<file path="src/core/oswm_defs.svh">
`ifndef OSWM_DEFS_SVH
`define OSWM_DEFS_SVH

// ==========================================================
// geometry
`define OSWM_NUM_CH 16
`define OSWM_DIRECT_GROUP 5'h08
`define OSWM_DMA_FIRST 8
// ==========================================================
// register offsets (byte addresses)
`define OSWM_CTL_BASE 8'h00
`define OSWM_CTL_LAST 8'h3c
`define OSWM_CMD_ADDR 8'h40
`define OSWM_STAT_ADDR 8'h44
// ==========================================================
// control fields
`define OSWM_CTL_EN_BIT 0
`define OSWM_CTL_INV_BIT 8
`define OSWM_CTL_EDGE_BIT 12
// ==========================================================
// command fields
`define OSWM_CMD_NUM_LSB 0
`define OSWM_CMD_NUM_MSB 7
`define OSWM_CMD_GRP_LSB 8
`define OSWM_CMD_GRP_MSB 12
`define OSWM_CMD_SIDE_BIT 16
`define OSWM_CMD_EDGE_BIT 17
`define OSWM_CMD_ACT_BIT 31
// ==========================================================
// reset values
`define OSWM_CTL_RESET 3'h0
`define OSWM_CMD_RESET 16'h0000
`endif

</file>
<file path="src/core/oswm_pkg.sv">
package oswm_pkg;
  typedef struct packed {
    logic en;
    logic inv;
    logic edge_sel;
  } oswm_ctl_t;

  typedef struct packed {
    logic activate;
    logic edge_sel;
    logic side;
    logic [4:0] group;
    logic [7:0] num;
  } oswm_cmd_t;

  typedef struct packed {
    logic [15:0] stage1;
    logic [15:0] stage2;
  } oswm_sync_state_t;

  typedef struct packed {
    logic prev;
    logic out;
  } oswm_chan_state_t;

  typedef struct packed {
    oswm_ctl_t [15:0] ctl;
    oswm_cmd_t cmd;
    logic [15:0] sw_vec;
    logic mux_act;
    logic [4:0] mux_group;
    logic [7:0] mux_num;
    logic mux_side;
    logic mux_edge;
    logic pready;
    logic pslverr;
    logic [31:0] prdata;
  } oswm_top_state_t;
endpackage

</file>
<file path="src/core/oswm_chan.sv">
`timescale 1ns/1ps
module oswm_chan (
  input wire logic clk_i,
  input wire logic rst_i,
  input wire logic trig_i,
  input wire logic en_i,
  input wire logic inv_i,
  input wire logic edge_sel_i,
  input wire logic sw_i,
  output logic trig_o
);
  oswm_pkg::oswm_chan_state_t state_reg;
  oswm_pkg::oswm_chan_state_t state_next;
  logic gated;
  logic shaped;

  always_comb begin
    state_next = state_reg;
    gated = (trig_i & en_i) ^ inv_i;
    // edge mode: one cycle on each rise of the gated line
    shaped = edge_sel_i ? (gated & ~state_reg.prev) : gated;
    state_next.prev = gated;
    // software drive is already shaped by its own edge field
    state_next.out = shaped | sw_i;
  end

  always_ff @(posedge clk_i or posedge rst_i) begin
    if (rst_i) begin
      state_reg <= '0;
    end else begin
      state_reg <= state_next;
    end
  end

  assign trig_o = state_reg.out;
endmodule // oswm_chan

</file>
<file path="src/core/oswm_sync.sv">
`timescale 1ns/1ps
module oswm_sync (
  input wire logic clk_i,
  input wire logic rst_i,
  input wire logic [15:0] async_i,
  output logic [15:0] sync_o
);
  oswm_pkg::oswm_sync_state_t state_reg;
  oswm_pkg::oswm_sync_state_t state_next;

  // stage1 is read only by stage2
  always_comb begin
    state_next = state_reg;
    state_next.stage1 = async_i;
    state_next.stage2 = state_reg.stage1;
  end

  always_ff @(posedge clk_i or posedge rst_i) begin
    if (rst_i) begin
      state_reg <= '0;
    end else begin
      state_reg <= state_next;
    end
  end

  assign sync_o = state_reg.stage2;
endmodule // oswm_sync

</file>
<file path="src/core/oswm_top.sv">
`timescale 1ns/1ps
`include "oswm_defs.svh"
module oswm_top (
  input wire logic CORE_CLK_I,
  input wire logic RESET_I,
  // apb slave
  input wire logic PSEL_I,
  input wire logic PENABLE_I,
  input wire logic PWRITE_I,
  input wire logic [7:0] PADDR_I,
  input wire logic [31:0] PWDATA_I,
  output logic [31:0] PRDATA_O,
  output logic PREADY_O,
  output logic PSLVERR_O,
  // direct routing group: serial tx/rx triggers in, dma inputs 8..23 out
  input wire logic [15:0] DIRECT_ROUTE_INPUT_I,
  output logic [15:0] DIRECT_ROUTE_OUTPUT_O,
  // software activation toward the multiplexed groups
  output logic SW_MUX_ACTIVATE_O,
  output logic [4:0] SW_MUX_GROUP_O,
  output logic [7:0] SW_MUX_TRIG_NUM_O,
  output logic SW_MUX_SIDE_O,
  output logic SW_MUX_EDGE_O
);
  oswm_pkg::oswm_top_state_t state_reg;
  oswm_pkg::oswm_top_state_t state_next;
  logic [15:0] in_sync;
  logic [15:0] route_out;
  logic access;
  logic commit;
  logic wr_commit;
  logic ctl_hit;
  logic [3:0] ctl_idx;
  logic cmd_hit;
  logic stat_hit;
  logic mapped;
  logic cmd_direct;
  logic cmd_in_range;
  logic [31:0] rd_word;

  // ==========================================================
  // input synchroniser
  // peripheral triggers come from foreign logic timing, so two flops first
  oswm_sync u_sync (
    .clk_i(CORE_CLK_I),
    .rst_i(RESET_I),
    .async_i(DIRECT_ROUTE_INPUT_I),
    .sync_o(in_sync)
  );

  // ==========================================================
  // direct channels
  // channel k: even k serial tx, odd k serial rx, to dma input 8+k
  genvar k;
  generate
    for (k = 0; k < `OSWM_NUM_CH; k++) begin : g_chan
      oswm_chan u_chan (
        .clk_i(CORE_CLK_I),
        .rst_i(RESET_I),
        .trig_i(in_sync[k]),
        .en_i(state_reg.ctl[k].en),
        .inv_i(state_reg.ctl[k].inv),
        .edge_sel_i(state_reg.ctl[k].edge_sel),
        .sw_i(state_reg.sw_vec[k]),
        .trig_o(route_out[k])
      );
    end
  endgenerate

  // ==========================================================
  // address decode
  always_comb begin
    access = PSEL_I & PENABLE_I;
    // one wait state: the answer flop rises, then the transfer ends
    commit = access & state_reg.pready;
    wr_commit = commit & PWRITE_I;
    ctl_hit = (PADDR_I[1:0] == 2'h0) && (PADDR_I <= `OSWM_CTL_LAST);
    ctl_idx = PADDR_I[5:2];
    cmd_hit = (PADDR_I == `OSWM_CMD_ADDR);
    stat_hit = (PADDR_I == `OSWM_STAT_ADDR);
    mapped = ctl_hit | cmd_hit | stat_hit;
  end

  // ==========================================================
  // read mux
  always_comb begin
    rd_word = 32'h0000_0000;
    if (ctl_hit) begin
      rd_word[`OSWM_CTL_EN_BIT] = state_reg.ctl[ctl_idx].en;
      rd_word[`OSWM_CTL_INV_BIT] = state_reg.ctl[ctl_idx].inv;
      rd_word[`OSWM_CTL_EDGE_BIT] = state_reg.ctl[ctl_idx].edge_sel;
    end else if (cmd_hit) begin
      rd_word[`OSWM_CMD_NUM_MSB:`OSWM_CMD_NUM_LSB] = state_reg.cmd.num;
      rd_word[`OSWM_CMD_GRP_MSB:`OSWM_CMD_GRP_LSB] = state_reg.cmd.group;
      rd_word[`OSWM_CMD_SIDE_BIT] = state_reg.cmd.side;
      rd_word[`OSWM_CMD_EDGE_BIT] = state_reg.cmd.edge_sel;
      // reads back zero once an edge activation has fired
      rd_word[`OSWM_CMD_ACT_BIT] = state_reg.cmd.activate;
    end else if (stat_hit) begin
      rd_word = {route_out, in_sync};
    end
  end

  // ==========================================================
  // software command target
  always_comb begin
    cmd_direct = (state_reg.cmd.group == `OSWM_DIRECT_GROUP);
    // a direct group has only 16 outputs; higher numbers address nothing
    cmd_in_range = (state_reg.cmd.num < 8'(`OSWM_NUM_CH));
  end

  // ==========================================================
  // next state
  always_comb begin
    state_next = state_reg;

    // apb answer
    state_next.pready = access & ~state_reg.pready;
    state_next.pslverr = access & ~state_reg.pready & ~mapped;
    state_next.prdata = 32'h0000_0000;
    if (access & ~state_reg.pready & ~PWRITE_I) begin
      state_next.prdata = rd_word;
    end

    // edge activation lives exactly one cycle, then clears itself
    if (state_reg.cmd.activate & state_reg.cmd.edge_sel) begin
      state_next.cmd.activate = 1'b0;
    end

    // register writes; a software write wins over the self clear
    if (wr_commit & ctl_hit) begin
      state_next.ctl[ctl_idx].en = PWDATA_I[`OSWM_CTL_EN_BIT];
      state_next.ctl[ctl_idx].inv = PWDATA_I[`OSWM_CTL_INV_BIT];
      state_next.ctl[ctl_idx].edge_sel = PWDATA_I[`OSWM_CTL_EDGE_BIT];
    end
    if (wr_commit & cmd_hit) begin
      // fields and activate are both taken; software keeps them apart
      state_next.cmd.num = PWDATA_I[`OSWM_CMD_NUM_MSB:`OSWM_CMD_NUM_LSB];
      state_next.cmd.group = PWDATA_I[`OSWM_CMD_GRP_MSB:`OSWM_CMD_GRP_LSB];
      state_next.cmd.side = PWDATA_I[`OSWM_CMD_SIDE_BIT];
      state_next.cmd.edge_sel = PWDATA_I[`OSWM_CMD_EDGE_BIT];
      state_next.cmd.activate = PWDATA_I[`OSWM_CMD_ACT_BIT];
    end

    // drive the addressed line while activate stands
    state_next.sw_vec = 16'h0000;
    state_next.mux_act = 1'b0;
    if (state_reg.cmd.activate) begin
      if (cmd_direct) begin
        // direct groups: output only, side select ignored
        if (cmd_in_range) begin
          state_next.sw_vec[state_reg.cmd.num[3:0]] = 1'b1;
        end
      end else begin
        state_next.mux_act = 1'b1;
      end
    end
    state_next.mux_group = state_reg.cmd.group;
    state_next.mux_num = state_reg.cmd.num;
    state_next.mux_side = state_reg.cmd.side;
    state_next.mux_edge = state_reg.cmd.edge_sel;
  end

  // ==========================================================
  // state register
  always_ff @(posedge CORE_CLK_I or posedge RESET_I) begin
    if (RESET_I) begin
      state_reg <= '0;
    end else begin
      state_reg <= state_next;
    end
  end

  // ==========================================================
  // outputs, all from flops
  assign PRDATA_O = state_reg.prdata;
  assign PREADY_O = state_reg.pready;
  assign PSLVERR_O = state_reg.pslverr;
  assign DIRECT_ROUTE_OUTPUT_O = route_out;
  assign SW_MUX_ACTIVATE_O = state_reg.mux_act;
  assign SW_MUX_GROUP_O = state_reg.mux_group;
  assign SW_MUX_TRIG_NUM_O = state_reg.mux_num;
  assign SW_MUX_SIDE_O = state_reg.mux_side;
  assign SW_MUX_EDGE_O = state_reg.mux_edge;
endmodule // oswm_top

</file>
<file path="config.mk">
export PLATFORM = sky130hd
export DESIGN_NAME = oswm_top
export DESIGN_NICKNAME = d
export VERILOG_FILES = /design/src/core/oswm_pkg.sv /design/src/core/oswm_chan.sv /design/src/core/oswm_sync.sv /design/src/core/oswm_top.sv
export VERILOG_INCLUDE_DIRS = /design/src /design/src/core
export SDC_FILE = /design/constraint.sdc
export NUM_CORES = 1
export LEC_CHECK = 0
export BUFFER_PORTS_ARGS = -buffer_cell sky130_fd_sc_hd__buf_2
export CORE_AREA = 2 2 146 105
export CTS_CLUSTER_DIAMETER = 50
export CTS_CLUSTER_SIZE = 30
export DETAILED_ROUTE_END_ITERATION = 16
export DIE_AREA = 0 0 148 107
export GPL_TIMING_DRIVEN = 1
export PLACE_DENSITY = 0.77
export SLEW_MARGIN = 20
export SYNTH_ARGS = -nofsm -noshare
export SYNTH_HDL_FRONTEND = slang
export SYNTH_HIERARCHICAL = 1
export SYNTH_SLANG_ARGS = --single-unit
</file>
<file path="constraint.sdc">
create_clock -name CORE_CLK_I -period 5.2 [get_ports CORE_CLK_I]
set_input_delay 0.26 -clock CORE_CLK_I [delete_from_list [all_inputs] [get_ports CORE_CLK_I]]
set_output_delay 0.26 -clock CORE_CLK_I [all_outputs]
set_load 0.05 [all_outputs]
</file>
Word level (Yosys, flattened, before mapping)
Cells that the tools add are included.
{"block": "classes", "n_lt_le_gt_ge": 6, "eq_ne": 3, "mux": 48, "n_bitwise": 94, "reduce_logical": 5}
{"cell": "$bwmux 48", "count": 3}
{"cell": "$mux 32", "count": 2}
{"cell": "$mux 16", "count": 3}
{"cell": "$and 1x1->1", "count": 41}
{"cell": "$demux 3 s4", "count": 3}
{"cell": "$mux 13", "count": 2}
{"cell": "$mux 1", "count": 24}
{"cell": "$mux 19", "count": 1}
{"cell": "$not 1->1", "count": 19}
{"cell": "$or 1x1->1", "count": 18}
{"cell": "$mux 17", "count": 1}
{"cell": "$eq 8x7->1 const B", "count": 2}
{"cell": "$xor 1x1->1", "count": 16}
{"cell": "$bmux 3 s4", "count": 1}
{"cell": "$mux 3", "count": 4}
{"cell": "$lt 4x5->1 const B", "count": 2}
{"cell": "$ge 4x1->1 const B", "count": 2}
{"cell": "$le 8x6->1 const B", "count": 1}
{"cell": "$lt 8x5->1 const B", "count": 1}
{"cell": "$mux 7", "count": 1}
{"cell": "$eq 5x4->1 const B", "count": 1}
{"cell": "$demux 1 s4", "count": 1}
{"cell": "$mux 2", "count": 2}
{"cell": "$logic_and 1x1->1", "count": 3}
{"cell": "2 further kinds", "count": 2}
{"block": "totals", "ff_bits": 194, "input_bits": 61, "wordCells": 252}

Depth between registers and ports, before layout
Gate-level depths: netlist of run 1.
{"block": "logic_depth", "word_depth": 7, "depth_mapped": 7, "depth_no_buf": 4}

By module
The synthesis of run 1 kept the hierarchy.
{"mod": "oswm_top", "n_inst": 1, "cells_per_inst": 410, "area_per_inst_um2": 5525.3, "seq_area_each_um2": 3253.1}
{"mod": "oswm_chan", "n_inst": 16, "cells_per_inst": 9, "area_per_inst_um2": 102.6, "seq_area_each_um2": 50.0}
{"mod": "oswm_sync", "n_inst": 1, "cells_per_inst": 33, "area_per_inst_um2": 804.5, "seq_area_each_um2": 800.8}

Worst setup path after synthesis of run 1
No wires, ideal clock.
{"block": "synth_path", "path_type": "reg2reg", "from": "register state_reg, in the netlist PREADY_O", "to": "register state_reg, in the netlist state_next[40]", "t_arrival_ns": 2.041, "t_required_ns": 5.075, "path_slack_ns": 3.034, "stages_incl_launch_ff": 7, "path_buffers": 3, "period_less_slack_ns": 2.166, "path_cell_list": "dfrtp_1 and4_1 buf_2 or4b_1 buf_2 buf_6 mux2_4"}
{"block": "synth_via", "elab_chain_cells": 3}
{"item": "start: declaration", "line_no": "oswm_top.sv:25", "rtl": "oswm_pkg::oswm_top_state_t state_reg;"}
{"item": "start signal: assignment", "line_no": "oswm_top.sv:170", "rtl": "state_reg <= state_next;"}
{"item": "$and 1x1->1", "line_no": "oswm_top.sv:75", "rtl": "commit = access & state_reg.pready;"}
{"item": "$and 1x1->1", "line_no": "oswm_top.sv:76", "rtl": "wr_commit = commit & PWRITE_I;"}
{"item": "$and 1x1->1", "line_no": "oswm_top.sv:136", "rtl": "if (wr_commit & cmd_hit) begin"}
Every way passes these cells.
A chain may end at the register's enable or synchronous reset.

Final worst setup path of run 1
Ends and elaborated chain as after synthesis.

==> run_results.csv, run 1 <==
group,metric,value,unit
status,status,"completed",
route,detail_route.wl_per_cell,19.58,microns
placement,port_buffers,110,
timing,finalClockSkew,0.008327,ns
timing,worst_slew_pin_slew,0.9988,ns
pwr,power_frac_comb,4.0,%
clock_network,cts_htree_levels,4,
logic_synthesis,yosysUniqueCellTypes,39,
setup_path,r2r_start,"PREADY_O$_DFF_PP0_",
hold_path,hold_depth,2,
floorplanning,core_region_area,14440,sq um
route,routed_via_density,5.453,
timing,final_max_slew_viol_count,0,
setup_path,r2r_slack,2.93,ns
logic_synthesis,synth_area_leader_cell,"dfrtp_1",
route,wl_met1,7.876,mm
placement,gp_congestion,0.9068,
route,topRoutingLayerUsed,"met4",
pwr,finalPower,0.002998,W
grt,grt_util_all_layers,23.31,%
floorplanning,die_area,15840,sq um
timing,tns,0,ns
logic_synthesis,synth_area_leaders,"dfrtp_1 61%, mux2_2 9.3%, buf_4 4.3%, mux4_2 2.8%, nor2_1 2.7%",
floorplanning,start_util,55.19,%
clock_network,cts.sinks,194,
timing,finalSetupViolCount,0,
route,wl_met2,8.022,mm
timing,grt_setup_unrepaired,"false",
grt,grt_pass1_wl,27.49,mm
pwr,switching_share,21.75,%
layout,area_delta_synth_final,15.02,%
route,ant_nets,0,
clock_network,cts.clk_slew.worst_paths,0.07,ns
logic_synthesis,synth_edf_count,0,
setup_path,critPathArrivalTime,2.59,ns
route,drt-initial-drc-count,300,
setup_path,critPathKind,"reg2reg",
logic_synthesis,yosysWarnings,6,
floorplanning,die-height,107,microns
clock_network,cts_root_buf,"clkbuf_16",
pwr,pwr-share-clk,44.8,%
logic_synthesis,syn_area,7971,sq um
route,remaining_drc_errors,0,
grt,gr-total-overflow,0,
logic_synthesis,synth_ff_type,"dfrtp_1",
layout,num_antenna_cells,0,
job,drv_cap,0,
timing,fmax,0.4404,GHz
layout,final_common_cell,"dfrtp_1",
route,vias,4804,
pwr,p_leak,4.688,nW
setup_path,critPathLaunchType,"flop",
clock_network,clock_latency,0.43,ns
pwr,netSwitchingPower,0.0006520,W
layout,final_cell_mix,"194 x dfrtp_1, 110 x buf_2, 66 x mux2_2, 57 x nor2_1, 25 x nand2_1",
layout,largest_reg_flops,65,
logic_synthesis,synth_top_cell_area_share,60.90,%
logic_synthesis,synth_nets,648,
clock_network,numCtsBuffers,17,
grt,grt_max_degree,83,
clock_network,cts_tree,"yes",
placement,place_ws,2.625,ns
timing,finalCritPeriodShare,43.67,%
floorplanning,rows,37,
timing,final-hold-violation-count,0,
clock_network,cts.path.max_buffers,2,
pwr,powerDensity,327.0,nW/um^2
hold_path,min-delay-start,"PWDATA_I[1]",
route,wl_met3,1.078,mm
setup_path,crit_path_end_kind,"flop",
pwr,p_int,0.002346,W
logic_synthesis,yosysSeqAreaShare,60.90,%
pwr,pwr-share-seq,51.3,%
grt,grt_pass1_vias,4995,
placement,dp_hpwl,11.98,mm
timing,slew_headroom,32.91,%
layout,drive_gt1_share,38.05,%
floorplanning,ios,127,
logic_synthesis,syn_avg_cell_area,13.58,sq um
grt,antenna_found_initial,0,
setup_path,regToRegEndpoint,"state_next[40]$_DFFE_PP0P_",
logic_synthesis,ys_seq_elements,194,
route,wl,17.25,mm
setup_path,worstPathRequired,5.52,ns
hold_path,hold_path_class,"in2reg",
layout,layout.nets,734,
pwr,ir_drop,0.2122,mV
setup_path,path_max_fanout,16,
logic_synthesis,ys_async_sr_fraction,100.0,%
timing,finalCriticalPeriod,2.271,ns
clock_network,cts_setup_buffers,0,
logic_synthesis,netlist_instances,587,
floorplanning,die_w,148,microns
hold_path,whs_endpoint,"state_next[37]$_DFFE_PP0P_",
setup_path,r2r.worst_path.cells,3,
timing,finalWorstSetupSlack,2.929,ns
route,first_pass_iters,4,
per-layer routing:
metal  global-route usage, %  vias up
met5                       0        -
met4                   8.503        0
met3                   5.362       21
met2                   35.09      139
met1                   33.55     2479
li1                        -     2165
worst max-delay path, cell delays in order, from the launching register on:
cell and delay [ns]:
dfrtp_1 0.41, and4_1 0.35, or4b_1 0.93, mux2_4 0.46
logic make-up after synthesis:
kind of cell / count (synthesis) / synth area share (%)
flops: 194 / 60.90
simple gates: 174 / 13.03
mux: 95 / 14.66
buf+inv: 82 / 6.231
compound gates: 26 / 3.422
xor+xnor: 16 / 1.758
cell usage after synthesis (all sizes together) (4+ instances only):
cell,n
dfrtp,194
nor2b,4
inv,18
nor3,7
and3b,16
nand3,6
mux2i,17
nand2b,7
nor4,4
mux4,10
buf,55
clkbuf,9
xnor2,16
mux2,68
nor2,57
and2,16
a211oi,21
nand2,25
and4b,17
metrics by stage:
stage / utilization [%] / std cells / hold slack [ns] / area (sq um)
after global routing: 63.48 / 881 / 0.04778 / 9169
after detailed placement: 58.05 / 832 / 0.3347 / 8384
after floorplan: - / 587 / 0.001185 / 7971
after CTS: 63.46 / 881 / 0.04179 / 9166
after global placement: 58.05 / 832 / 0.3336 / 8384
final: 63.48 / 881 / 0.05285 / 9169
worst max path at each step:
stage / slack [ns] / to / from / depth (start not counted)
5_1_grt: 2.80 / state_reg[52]$_DFF_PP0_ / state_next[44]$_DFFE_PP0P_ / 4
3_3_place_gp: 2.68 / PRDATA_O[8]$_DFF_PP0_ / PADDR_I[2] / 6
4_1_cts: 2.92 / state_next[40]$_DFFE_PP0P_ / PREADY_O$_DFF_PP0_ / 3
3_5_place_dp: 2.62 / PRDATA_O[8]$_DFF_PP0_ / PADDR_I[2] / 6
6_report: 2.93 / state_next[40]$_DFFE_PP0P_ / PREADY_O$_DFF_PP0_ / 3
2_1_floorplan: 1.47 / PRDATA_O[0]$_DFF_PP0_ / RESET_I / 1
layout make-up:
cell class | instances | area (sq um)
Timing Repair Buffer | 131 | 750.7
Clock inverter | 13 | 158.9
Sequential cell | 194 | 4855
Tap cell | 195 | 244.0
Multi-Input combinational cell | 311 | 2635
Clock buffer | 19 | 452.9
Inverter | 18 | 72.57
Fill cell | 1113 | 5275
power groups by stage:
stage          sequential [W]  combinational (W)  clock, W
6_report              0.00154           0.000119   0.00134
5_1_grt               0.00154           0.000131   0.00143
4_1_cts               0.00154           0.000120   0.00136
3_5_place_dp          0.00156           0.000110         0
3_3_place_gp          0.00156           0.000106         0
2_1_floorplan         0.00157          0.0000586         0
repair_timing:
action	in CTS	in global routing
endpoints found under the hold margin	48	0
gates resized for setup	0	0
hold buffers	17	0
Note: power is estimated with default switching activity, not from simulation.
==> inputs of run 2 (changes only) <==
==> constraint.sdc (replaced) <==
create_clock -name CORE_CLK_I -period 2.35 [get_ports CORE_CLK_I]
set_input_delay 0.1175 -clock CORE_CLK_I [delete_from_list [all_inputs] [get_ports CORE_CLK_I]]
set_output_delay 0.1175 -clock CORE_CLK_I [all_outputs]
set_load 0.05 [all_outputs]
==> run 2 against run 1 <==
Hold slack improved by 0.12 ns. Sequential cell count is the same. Via count increased by 3.4%. Sequential power increased by 120%. Clock skew decreased by 0.0010 ns. Clock-buffer cell count grew 4. Final cell count grew 2.6%. Critical path type unchanged. Largest cell class unchanged.
==> run_results.csv, run 2 (same netlist as run 1, synthesis figures left out) <==
group,metric,value,unit
route,vias,4966,
setup_path,critPathTopFamily,"simple AND/OR/NAND/NOR gates",
route,routed_via_density,5.493,
pwr,pwr-share-seq,52.5,%
layout,final_cell_mix,"194 x dfrtp_1, 110 x buf_2, 66 x mux2_2, 57 x nor2_1, 32 x dlygate4sd3_1",
timing,final_max_slew_viol_count,0,
placement,placedCellCount,841,
timing,finalCritPeriodShare,90.66,%
setup_path,cpPeakStageDelay,0.61,ns
pwr,finalPower,0.006481,W
pwr,pwr-share-clk,43.0,%
floorplanning,ios,127,
timing,slew_headroom,57.09,%
clock_network,cts_tree,"yes",
route,drt-initial-drc-count,327,
clock_network,numCtsBuffers,17,
route,remaining_drc_errors,0,
layout,fillCellCount,1069,
timing,worst_slew_pin_slew,0.6420,ns
floorplanning,start_util,55.19,%
setup_path,worstPathRequired,2.70,ns
grt,grt_util_all_layers,24.70,%
placement,gp_congestion,0.9135,
floorplanning,core_region_area,14440,sq um
layout,drive_gt1_share,37.66,%
timing,tns,0,ns
route,first_pass_iters,5,
pwr,p_leak,4.779,nW
pwr,switching_share,21.97,%
clock_network,cts.clk_slew.worst_paths,0.07,ns
setup_path,critPathLaunchType,"flop",
placement,dp_hpwl,12.65,mm
placement,port_buffers,110,
route,ant_nets,0,
layout,num_antenna_cells,0,
timing,fmax,0.4694,GHz
grt,antenna_found_initial,0,
floorplanning,die-height,107,microns
timing,finalSetupViolCount,0,
grt,grt_pass1_vias,5250,
grt,gr-total-overflow,0,
timing,finalClockSkew,0.007289,ns
layout,area_delta_synth_final,17.47,%
layout,final_common_cell,"dfrtp_1",
grt,grt_max_degree,59,
setup_path,crit_chain,"or4b_1, nor4_2, or3b_1, nor3_2",
setup_path,r2r_slack,0.22,ns
clock_network,cts_setup_buffers,0,
layout,final_cell_count_no_fill,904,
route,detail_route.wl_per_cell,19.96,microns
setup_path,crit_buf_inv,0,
layout,largest_reg_flops,65,
clock_network,clock_latency,0.43,ns
grt,grt_pass1_wl,28.89,mm
clock_network,cts.path.max_buffers,2,
job,drv_cap,0,
pwr,netSwitchingPower,0.001424,W
setup_path,cpMaxStageDelayCell,"or4b_1",
floorplanning,die_w,148,microns
clock_network,cts_resized,0,
placement,placed_cell_area,8478,sq um
clock_network,cts.sinks,194,
timing,final-hold-violation-count,0,
pwr,ir_drop,0.5024,mV
setup_path,critPathKind,"reg2reg",
clock_network,cts_root_buf,"clkbuf_16",
setup_path,critPathArrivalTime,2.48,ns
hold_path,hold_path_class,"in2reg",
route,wl,18.05,mm
timing,finalCriticalPeriod,2.130,ns
clock_network,postCtsHoldBufs,32,
pwr,p_int,0.005057,W
floorplanning,die_area,15840,sq um
layout,layout.nets,758,
pwr,powerDensity,692.1,nW/um^2
status,status,"completed",
pwr,power_frac_comb,4.6,%
setup_path,crit_path_end_kind,"flop",
clock_network,cts_htree_levels,4,
setup_path,path_max_fanout,4,
timing,grt_setup_unrepaired,"false",
layout,design_area,9364,sq um
floorplanning,rows,37,
run 2: power groups by stage:
stage,Combinational [W],Clock [W],Sequential (W)
6_report,0.000296,0.00278,0.00340
2_1_floorplan,0.000130,0,0.00347
3_5_place_dp,0.000259,0,0.00346
5_1_grt,0.000328,0.00298,0.00340
4_1_cts,0.000302,0.00283,0.00340
3_3_place_gp,0.000252,0,0.00346
run 2: path summary, 6_finish.rpt:
kind,end,from,cells after the start
max,state_reg[50]$_DFF_PP0_,state_next[44]$_DFFE_PP0P_,4
min,PRDATA_O[12]$_DFF_PP0_,PADDR_I[4],3
max reg2reg,state_reg[50]$_DFF_PP0_,state_next[44]$_DFFE_PP0P_,4
min reg2reg,u_sync/sync_o[13]$_DFF_PP0_,u_sync/state_next[13]$_DFF_PP0_,0
max in group asynchronous,SW_MUX_TRIG_NUM_O[3]$_DFF_PP0_,RESET_I,4
min in group asynchronous,g_chan[4].u_chan/trig_o$_DFF_PP0_,RESET_I,3
run 2: worst min-delay path, stage by stage:
cell	delay, ns
buf_2	0.18
nand4_1	0.11
nand3_1	0.12
run 2: final cells by class:
class,count,area (sq um),area share [%]
inverter,18,71.32,0.7616
multi-input combinational,311,2635,28.14
sequential,194,4855,51.84
timing repair buffer,155,993.5,10.61
clock inverter,8,77.57,0.8284
clock buffer,23,488.0,5.211
tap,195,244.0,2.606
run 2: routing by layer:
metal / track usage [%] / wire [microns] / vias to the layer above
li1: - / - / 2199
met4: 7.211 / 184 / 0
met1: 35.41 / 8288 / 2603
met3: 5.532 / 975 / 16
met5: 0 / 0 / -
met2: 38.36 / 8597 / 148
run 2: per-stage QoR:
| step | hold WS, ns | worst slack, ns | utilization [%] |
|---|---|---|---|
| after floorplan | -0.1413 | 0.1837 | - |
| after global placement | 0.2193 | 0.2672 | 58.70 |
| after detailed placement | 0.2269 | 0.2567 | 58.70 |
| after CTS | 0.1480 | 0.2192 | 64.83 |
| after global routing | 0.1831 | 0.1347 | 64.83 |
| final | 0.1777 | 0.2196 | 64.83 |
